<file path="src/verilog/pc_stack_pkg.sv">
package pc_stack_pkg;

    // Widths
    localparam int PC_W    = 13;
    localparam int BYTE_W  = 8;
    localparam int ADDR_W  = 8;
    localparam int IADDR_W = 9;
    localparam int JUMP_W  = 11;
    localparam int DEPTH   = 8;
    localparam int PTR_W   = 3;
    localparam int LATCH_W = 5;

    // Register offsets on the plain register port
    localparam logic [7:0] OFS_INDIRECT_PORT = 8'h00;
    localparam logic [7:0] OFS_PC_LOW        = 8'h02;
    localparam logic [7:0] OFS_STATUS        = 8'h03;
    localparam logic [7:0] OFS_FILE_POINTER  = 8'h04;
    localparam logic [7:0] OFS_PC_HIGH_LATCH = 8'h0a;

    // Field positions
    localparam int STATUS_BANK_BIT = 7;
    localparam int LATCH_PAGE_MSB  = 4;
    localparam int LATCH_PAGE_LSB  = 3;

    // Reset values
    localparam logic [12:0] PC_RST      = 13'h0000;
    localparam logic [4:0]  LATCH_RST   = 5'h00;
    localparam logic [7:0]  FILE_PTR_RST = 8'h00;
    localparam logic        BANK_RST    = 1'b0;
    localparam logic [2:0]  PTR_RST     = 3'h0;
    localparam logic [7:0]  ZERO_BYTE   = 8'h00;

    // Interrupt vector address
    localparam logic [12:0] INT_VECTOR = 13'h0004;

    // Program-flow operations issued by the execute logic
    typedef enum logic [2:0] {
        OP_HOLD,
        OP_STEP,
        OP_GOTO,
        OP_CALL,
        OP_RETURN,
        OP_INTERRUPT
    } flow_op_e;

    // Indirect data access toward data memory
    typedef struct packed {
        logic [8:0] addr;
        logic       rd;
        logic       wr;
        logic [7:0] wdata;
    } ind_access_s;

endpackage : pc_stack_pkg

</file>
<file path="src/verilog/pc_stack_indirect.sv">
// Function
// The program counter is 13 bits, its low byte is a read/write register and its upper bits are neither readable nor directly writable.
// Every reset clears the whole program counter to zero.
// A write of the low-byte register loads counter bits 12..8 from latch bits 4..0 in the same cycle.
// A call or goto takes counter bits 12..11 from latch bits 4..3.
// A call or goto takes counter bits 10..0 from the instruction's 11-bit operand.
// The return stack has eight 13-bit entries and its pointer is neither readable nor writable.
// A call or an interrupt vectoring pushes the current program counter.
// A return, return-with-literal or return-from-interrupt pops the stack into the counter.
// Pushes and pops leave the high latch unchanged.
// The stack wraps circularly, so the ninth push overwrites the first and the tenth the second.
// No overflow or underflow flag exists and no explicit push or pop command exists.
// The indirect data port holds no data and accesses go to the location held in the file pointer.
// Reading the indirect port through itself returns zero.
// Writing the indirect port through itself writes nothing.
// The indirect address is 9 bits made of the bank bit and the 8-bit file pointer.
// The bank bit is address bit 8 and the file pointer bits 7..0.
module pc_stack_indirect (
    // Clock and reset
    input  wire logic                     clk_i,
    input  wire logic                     rst_n_i,
    // Register port
    input  wire logic [7:0]               reg_addr_i,
    input  wire logic [7:0]               reg_wdata_i,
    input  wire logic                     reg_wr_i,
    input  wire logic                     reg_rd_i,
    output logic      [7:0]               reg_rdata_o,
    // Program flow from execute logic
    input  wire pc_stack_pkg::flow_op_e   flow_op_i,
    input  wire logic [10:0]              jump_target_i,
    // Program counter
    output logic      [12:0]              pc_o,
    // Indirect data memory access
    output pc_stack_pkg::ind_access_s     ind_o,
    input  wire logic [7:0]               ind_rdata_i
);

    logic [12:0] pc_ff;
    logic [12:0] nxt_pc;
    logic [4:0]  pc_high_latch_ff;
    logic [7:0]  file_pointer_reg_ff;
    logic        indirect_bank_bit_ff;
    logic [2:0]  sp_ff;
    logic [2:0]  nxt_sp;
    logic [7:0]  rdata_ff;
    logic [7:0]  nxt_rdata;
    logic [12:0] stack_mem [pc_stack_pkg::DEPTH];

    // Address decode
    wire         hit_ind     = (reg_addr_i == pc_stack_pkg::OFS_INDIRECT_PORT);
    wire         hit_pcl     = (reg_addr_i == pc_stack_pkg::OFS_PC_LOW);
    wire         hit_status  = (reg_addr_i == pc_stack_pkg::OFS_STATUS);
    wire         hit_fptr    = (reg_addr_i == pc_stack_pkg::OFS_FILE_POINTER);
    wire         hit_latch   = (reg_addr_i == pc_stack_pkg::OFS_PC_HIGH_LATCH);
    wire         self_ref    = (file_pointer_reg_ff == pc_stack_pkg::OFS_INDIRECT_PORT);
    wire         pcl_write   = reg_wr_i && hit_pcl;
    wire         do_push     = (flow_op_i == pc_stack_pkg::OP_CALL) ||
                               (flow_op_i == pc_stack_pkg::OP_INTERRUPT);
    wire         do_pop      = (flow_op_i == pc_stack_pkg::OP_RETURN);
    wire [2:0]   sp_dec      = sp_ff - 3'h1;
    wire [12:0]  pc_step     = pc_ff + 13'h0001;
    wire [12:0]  pc_jump     = {pc_high_latch_ff[pc_stack_pkg::LATCH_PAGE_MSB:
                                                 pc_stack_pkg::LATCH_PAGE_LSB],
                                jump_target_i};

    // Next program counter; a low-byte write wins over flow operations
    always_comb begin
        nxt_pc = pc_ff;
        if (pcl_write) begin
            nxt_pc = {pc_high_latch_ff, reg_wdata_i};
        end else begin
            unique case (flow_op_i)
                pc_stack_pkg::OP_HOLD:      nxt_pc = pc_ff;
                pc_stack_pkg::OP_STEP:      nxt_pc = pc_step;
                pc_stack_pkg::OP_GOTO:      nxt_pc = pc_jump;
                pc_stack_pkg::OP_CALL:      nxt_pc = pc_jump;
                pc_stack_pkg::OP_RETURN:    nxt_pc = stack_mem[sp_dec];
                pc_stack_pkg::OP_INTERRUPT: nxt_pc = pc_stack_pkg::INT_VECTOR;
                default:                    nxt_pc = pc_ff;
            endcase
        end
    end

    // Stack pointer wraps modulo eight
    always_comb begin
        nxt_sp = sp_ff;
        if (!pcl_write && do_push) begin
            nxt_sp = sp_ff + 3'h1;
        end else if (!pcl_write && do_pop) begin
            nxt_sp = sp_dec;
        end
    end

    // Read data, one cycle after the strobe
    always_comb begin
        nxt_rdata = pc_stack_pkg::ZERO_BYTE;
        if (reg_rd_i) begin
            if (hit_ind) begin
                nxt_rdata = self_ref ? pc_stack_pkg::ZERO_BYTE : ind_rdata_i;
            end else if (hit_pcl) begin
                nxt_rdata = pc_ff[7:0];
            end else if (hit_status) begin
                nxt_rdata = {indirect_bank_bit_ff, 7'h00};
            end else if (hit_fptr) begin
                nxt_rdata = file_pointer_reg_ff;
            end else if (hit_latch) begin
                nxt_rdata = {3'h0, pc_high_latch_ff};
            end
        end
    end

    // Indirect access toward data memory
    assign ind_o.addr  = {indirect_bank_bit_ff, file_pointer_reg_ff};
    assign ind_o.rd    = reg_rd_i && hit_ind && !self_ref;
    assign ind_o.wr    = reg_wr_i && hit_ind && !self_ref;
    assign ind_o.wdata = reg_wdata_i;

    // Program counter and stack pointer
    always_ff @(posedge clk_i or negedge rst_n_i) begin
        if (!rst_n_i) begin
            pc_ff <= pc_stack_pkg::PC_RST;
            sp_ff <= pc_stack_pkg::PTR_RST;
        end else begin
            pc_ff <= nxt_pc;
            sp_ff <= nxt_sp;
        end
    end

    // Stack storage, no reset; the push slot is the current pointer
    always_ff @(posedge clk_i) begin
        if (!pcl_write && do_push) begin
            stack_mem[sp_ff] <= pc_ff;
        end
    end

    // Software registers; the latch changes only by its own write
    always_ff @(posedge clk_i or negedge rst_n_i) begin
        if (!rst_n_i) begin
            pc_high_latch_ff     <= pc_stack_pkg::LATCH_RST;
            file_pointer_reg_ff  <= pc_stack_pkg::FILE_PTR_RST;
            indirect_bank_bit_ff <= pc_stack_pkg::BANK_RST;
            rdata_ff             <= pc_stack_pkg::ZERO_BYTE;
        end else begin
            rdata_ff <= nxt_rdata;
            if (reg_wr_i && hit_latch) begin
                pc_high_latch_ff <= reg_wdata_i[4:0];
            end
            if (reg_wr_i && hit_fptr) begin
                file_pointer_reg_ff <= reg_wdata_i;
            end
            if (reg_wr_i && hit_status) begin
                indirect_bank_bit_ff <= reg_wdata_i[pc_stack_pkg::STATUS_BANK_BIT];
            end
        end
    end

    assign pc_o        = pc_ff;
    assign reg_rdata_o = rdata_ff;

endmodule : pc_stack_indirect

</file>
<file path="config.mk">
export PLATFORM = sky130hd
export DESIGN_NAME = pc_stack_indirect
export DESIGN_NICKNAME = d
export VERILOG_FILES = /design/src/verilog/pc_stack_pkg.sv /design/src/verilog/pc_stack_indirect.sv
export SDC_FILE = /design/constraint.sdc
export NUM_CORES = 1
export LEC_CHECK = 0
export BUFFER_PORTS_ARGS = -buffer_cell sky130_fd_sc_hd__buf_4
export CORE_UTILIZATION = 58
export CTS_CLUSTER_DIAMETER = 120
export DETAILED_ROUTE_END_ITERATION = 10
export PLACE_DENSITY_LB_ADDON = 0.3
export SYNTH_ARGS = -nofsm -noshare
export SYNTH_HDL_FRONTEND = slang
export SYNTH_SLANG_ARGS = --single-unit
</file>
<file path="constraint.sdc">
create_clock -name clk_i -period 3.3 [get_ports clk_i]
set_input_delay 0.66 -clock clk_i [delete_from_list [all_inputs] [get_ports clk_i]]
set_output_delay 0.66 -clock clk_i [all_outputs]
set_load 0.03 [all_outputs]
</file>
; ---- Word level (Yosys, flattened, before mapping)
; Memories as Yosys holds them, arrays and structs flattened.
; Cells that the tools add are included.
; Widths: inputs -> output; s select.
[classes]
eq_ne = 9
addsub = 3
mux = 13
reduce_logical = 18
[ops]
columns = operator, n
row1 = $pmux 13 s4, 1
row2 = $mux 8, 6
row3 = $eq 8x2->1 const B, 2
row4 = $logic_not 8->1, 2
row5 = $add 13x1->13 const B, 1
row6 = $mux 13, 1
row7 = $logic_and 1x1->1, 10
row8 = $eq 8x3->1 const B, 1
row9 = $eq 8x4->1 const B, 1
row10 = $eq 3x2->1 const B, 2
row11 = $eq 3x3->1 const B, 2
row12 = $mux 3, 2
row13 = $mux 5, 1
row14 = $reduce_bool 5->1, 1
row15 = $add 3x1->3 const B, 1
row16 = $eq 3x1->1 const B, 1
row17 = $sub 3x1->3 const B, 1
row18 = $logic_not 1->1, 2
row19 = $mux 1, 2
row20 = $reduce_bool 2->1, 1
row21 = $reduce_or 2->1, 1
row22 = $logic_or 1x1->1, 1
[word_totals]
out_inout_bits = 40
elab_cells = 50
ramBits = 104
ff_bits = 38
n_memories = 1
in_bits = 42
[memory_table]
columns = name, words, width, read_ports, rd_clocked_by_memory_dff, write_ports, line_no
row1 = stack_mem, 8, 13, 1, 0, 1, pc_stack_indirect.sv:47  ; logic [12:0] stack_mem [pc_stack_pkg::DEPTH];

; ---- Longest topological paths before layout
[logic_depth]
word_depth = 7
mapped_depth = 12
depth_no_buf = 7

; ---- Worst setup path before layout
; No wires, ideal clock.
[synth_path]
path_kind = input-to-output
from = in reg_addr_i[5]
to = out ind_o[8] (netlist name)
path_stages = 4
t_required_ns = 2.640
n_path_buf = 1
t_arrival_ns = 2.461
slack_ns = 0.179
path_cell_list = or4_4 buf_6 or4_1 nor3_1
[synth_rtl]
columns = element, line_no
row1 = start: declaration, pc_stack_indirect.sv:23  ; input wire logic [7:0] reg_addr_i,
row2 = end: declaration, pc_stack_indirect.sv:34  ; output pc_stack_pkg::ind_access_s ind_o,

==> flow_summary.json <==
{
  "outcome": "complete, no violations",
  "finalMaxSlewViolations": 0,
  "cts.repair.resized": 0,
  "rsz0062_at_grt": "no",
  "ys_types": 56,
  "combPwrFrac": 0.311,
  "grt_first_pass_wirelength_um": 25590,
  "rows": 38,
  "finalNonFillerCells": 716,
  "root_buffer": "clkbuf_16",
  "yosysTopAreaCell": "edfxtp_1",
  "crit_fanout": 7,
  "wl_per_cell_um": 24.12,
  "ys_seq_elements": 142,
  "start_kind": "input pin",
  "synth.net_count": 529,
  "synthCells": 483,
  "synth_top_area_share": 0.4750,
  "die_y_um": 108.5,
  "clk_latency_ns": 0.42,
  "dpl.hpwl_um": 11630,
  "cts_sinks": 142,
  "postLayoutCellArea_um2": 7936,
  "place_congestion": 0.8602,
  "maxSlewHeadroom": 0.1896,
  "core-area_um2": 10940,
  "hold_buffers": 0,
  "min_period_ns": 2.882,
  "start_util": 0.6013,
  "numCtsBuffers": 17,
  "final_common_cell": "edfxtp_1",
  "worstSetupPathType": "input pin to primary output",
  "leakagePower_nw": 3.135,
  "die_w_um": 108.5,
  "netlist_top_cells_area": "edfxtp_1 (47%), dfrtp_1 (14%), mux2i_1 (5.6%), mux4_2 (3.8%), a21oi_1 (1.9%)",
  "grt_max_degree": 51,
  "power_density_nw_per_um2": 818.0,
  "netlist_area_um2": 6575,
  "vias": 4653,
  "firstDrtPassIters": 5,
  "drt-initial-drc-count": 594,
  "grt_overflow": 0,
  "drc_errors": 0,
  "rr_startpoint": "sp_ff[1]$_DFFE_PN0P_",
  "synth_edf_count": 104,
  "nets": 609,
  "hold_class": "input pin to async pin",
  "hold_violations": 0,
  "regToRegSetupSlack_ns": 0.78,
  "required_ns": 2.64,
  "diodes": 0,
  "syn_area_per_cell_um2": 13.61,
  "area_growth_pct": 20.70,
  "p_switching_mw": 2.221,
  "ant_nets": 0,
  "power.internal_mw": 4.270,
  "die_area_um2": 11770,
  "ys.flop_type": "edfxtp_1",
  "totalWireLength_um": 17270,
  "grt_pass1_vias": 4505,
  "mostFrequentLayoutCells": "edfxtp_1 (104), buf_4 (97), mux2i_1 (37), dfrtp_1 (37), nand2_1 (30)",
  "ys_seq_area_frac": 0.6196,
  "vias_per_cell": 6.499,
  "dp_cells": 684,
  "vdd_drop_max_mv": 0.4986,
  "place_area_um2": 7320,
  "crit_start": "reg_addr_i[5]",
  "power_switching_share": 0.3422,
  "worst_pin_slew_ns": 1.211,
  "setup_viol": 0,
  "clockBufferDepth": 2,
  "critPathCaptureType": "primary output",
  "grtUsageTotal": 0.3104,
  "whs_ns": 0.2081,
  "cp.arrival_ns": 2.22,
  "min_period_over_period": 0.8733,
  "drive_above_1_share": 0.3073,
  "clock.fmax_mhz": 347.0,
  "yosys_warnings": 0,
  "p_seq_frac": 0.382,
  "htreeDepth": 4,
  "antenna_found_initial": 0,
  "numPortBuffers": 81,
  "clkPwrFrac": 0.307,
  "ioPinCount": 82,
  "finClkSkew_ns": 0.007707,
  "ys_async_sr_fraction": 0.2676,
  "path_clk_slew_ns": 0.06,
  "cts_tree": "built",
  "cap_violations": 0,
  "fin_tns_setup_ns": 0,
  "cts_setup_buffers": 0
}
per-layer routing:
layer  up-vias  wire [µm]  global-route usage  part of all wire
met3        53       1905             0.09102              0.11
met2       311       8123              0.4593              0.47
met1      2271       6646              0.4174              0.38
li1       2018          -                   -                 -
met4         0        590              0.1593             0.034
met5         -          0                   0                 0
kinds of logic (layout without fill, tap and decap cells):
kind of cell | Yosys count | after routing | share of synthesized area
flip-flops | 142 | 142 | 0.6196
AND/OR/NAND/NOR | 115 | 115 | 0.09286
AO/OA/AOI/OAI | 98 | 98 | 0.09705
multiplexers | 67 | 67 | 0.1311
buffers and inverters | 46 | 139 | 0.03711
XOR/XNOR | 11 | 11 | 0.01465
adder cells (fa/ha/maj) | 4 | 4 | 0.007612
flip-flops by register name, summed over array words and instances (netlist names):
signal and cells:
file_pointer_reg_ff 8, indirect_bank_bit_ff 1, pc_high_latch_ff 5, pc_o 13, reg_rdata_o 8, sp_ff 3, stack_mem 104
power by group through the flow:
stage	sequential, mW	clock (mW)	combinational, mW
after CTS	2.47	2.00	1.99
after global placement	2.49	0	1.92
after floorplan	2.49	0	1.18
final	2.48	1.99	2.02
after detailed placement	2.50	0	1.96
after global routing	2.49	2.07	2.14
cell type report:
class                   instances  area, µm²
inverters                       9      33.78
clock buffers                  18      429.2
repair buffers                 98      748.2
clock inverters                14      187.7
well taps                     140      175.2
flip-flops and latches        142       4075
fillers                       711       2999
multi-input cells             295       2287
path summary, 6_finish.rpt:
check | endpoint | depth (start not counted)
worst min register to register | indirect_bank_bit_ff$_DFFE_PN0P_ | 1
max in group asynchronous | sp_ff[0]$_DFFE_PN0P_ | 1
worst max register to register | pc_o[0]$_DFFE_PN0P_ | 8
worst min-delay path | pc_o[9]$_DFFE_PN0P_ | 1
worst max-delay path | ind_o[9] | 6
min in group clk_i | file_pointer_reg_ff[5]$_DFFE_PN0P_ | 2
cell usage after synthesis (4+ instances only):
cell type and number:
edfxtp_1 104, dfrtp_1 38, mux2i_1 37, nand2_1 30, a21oi_1 25, nor2_1 23, nand3_1 18, o21ai_0 18
clkbuf_1 15, buf_2 11, mux2_2 11, mux4_2 11, nor3_1 10, a22oi_1 9, buf_4 9, inv_1 9
mux2_4 8, a31oi_1 7, a221oi_1 6, xor2_1 6, o22ai_1 5, xnor2_1 5, and3_1 4, ha_1 4
critical path, stage by stage:
cell,delay (ns)
buf_4,0.11
or4_4,0.58
or3_4,0.38
nor2_4,0.16
and3_1,0.18
buf_4,0.15
stage by stage:
step	util	worst slack (ns)	total power, mW
floorplan	-	0.1789	3.668
global placement	0.6693	0.4351	4.412
detailed placement	0.6693	0.2723	4.460
CTS	0.7257	0.4313	6.463
global route	0.7257	0.3633	6.704
finish	0.7257	0.4182	6.492
Note: power is estimated with default switching activity, not from simulation.
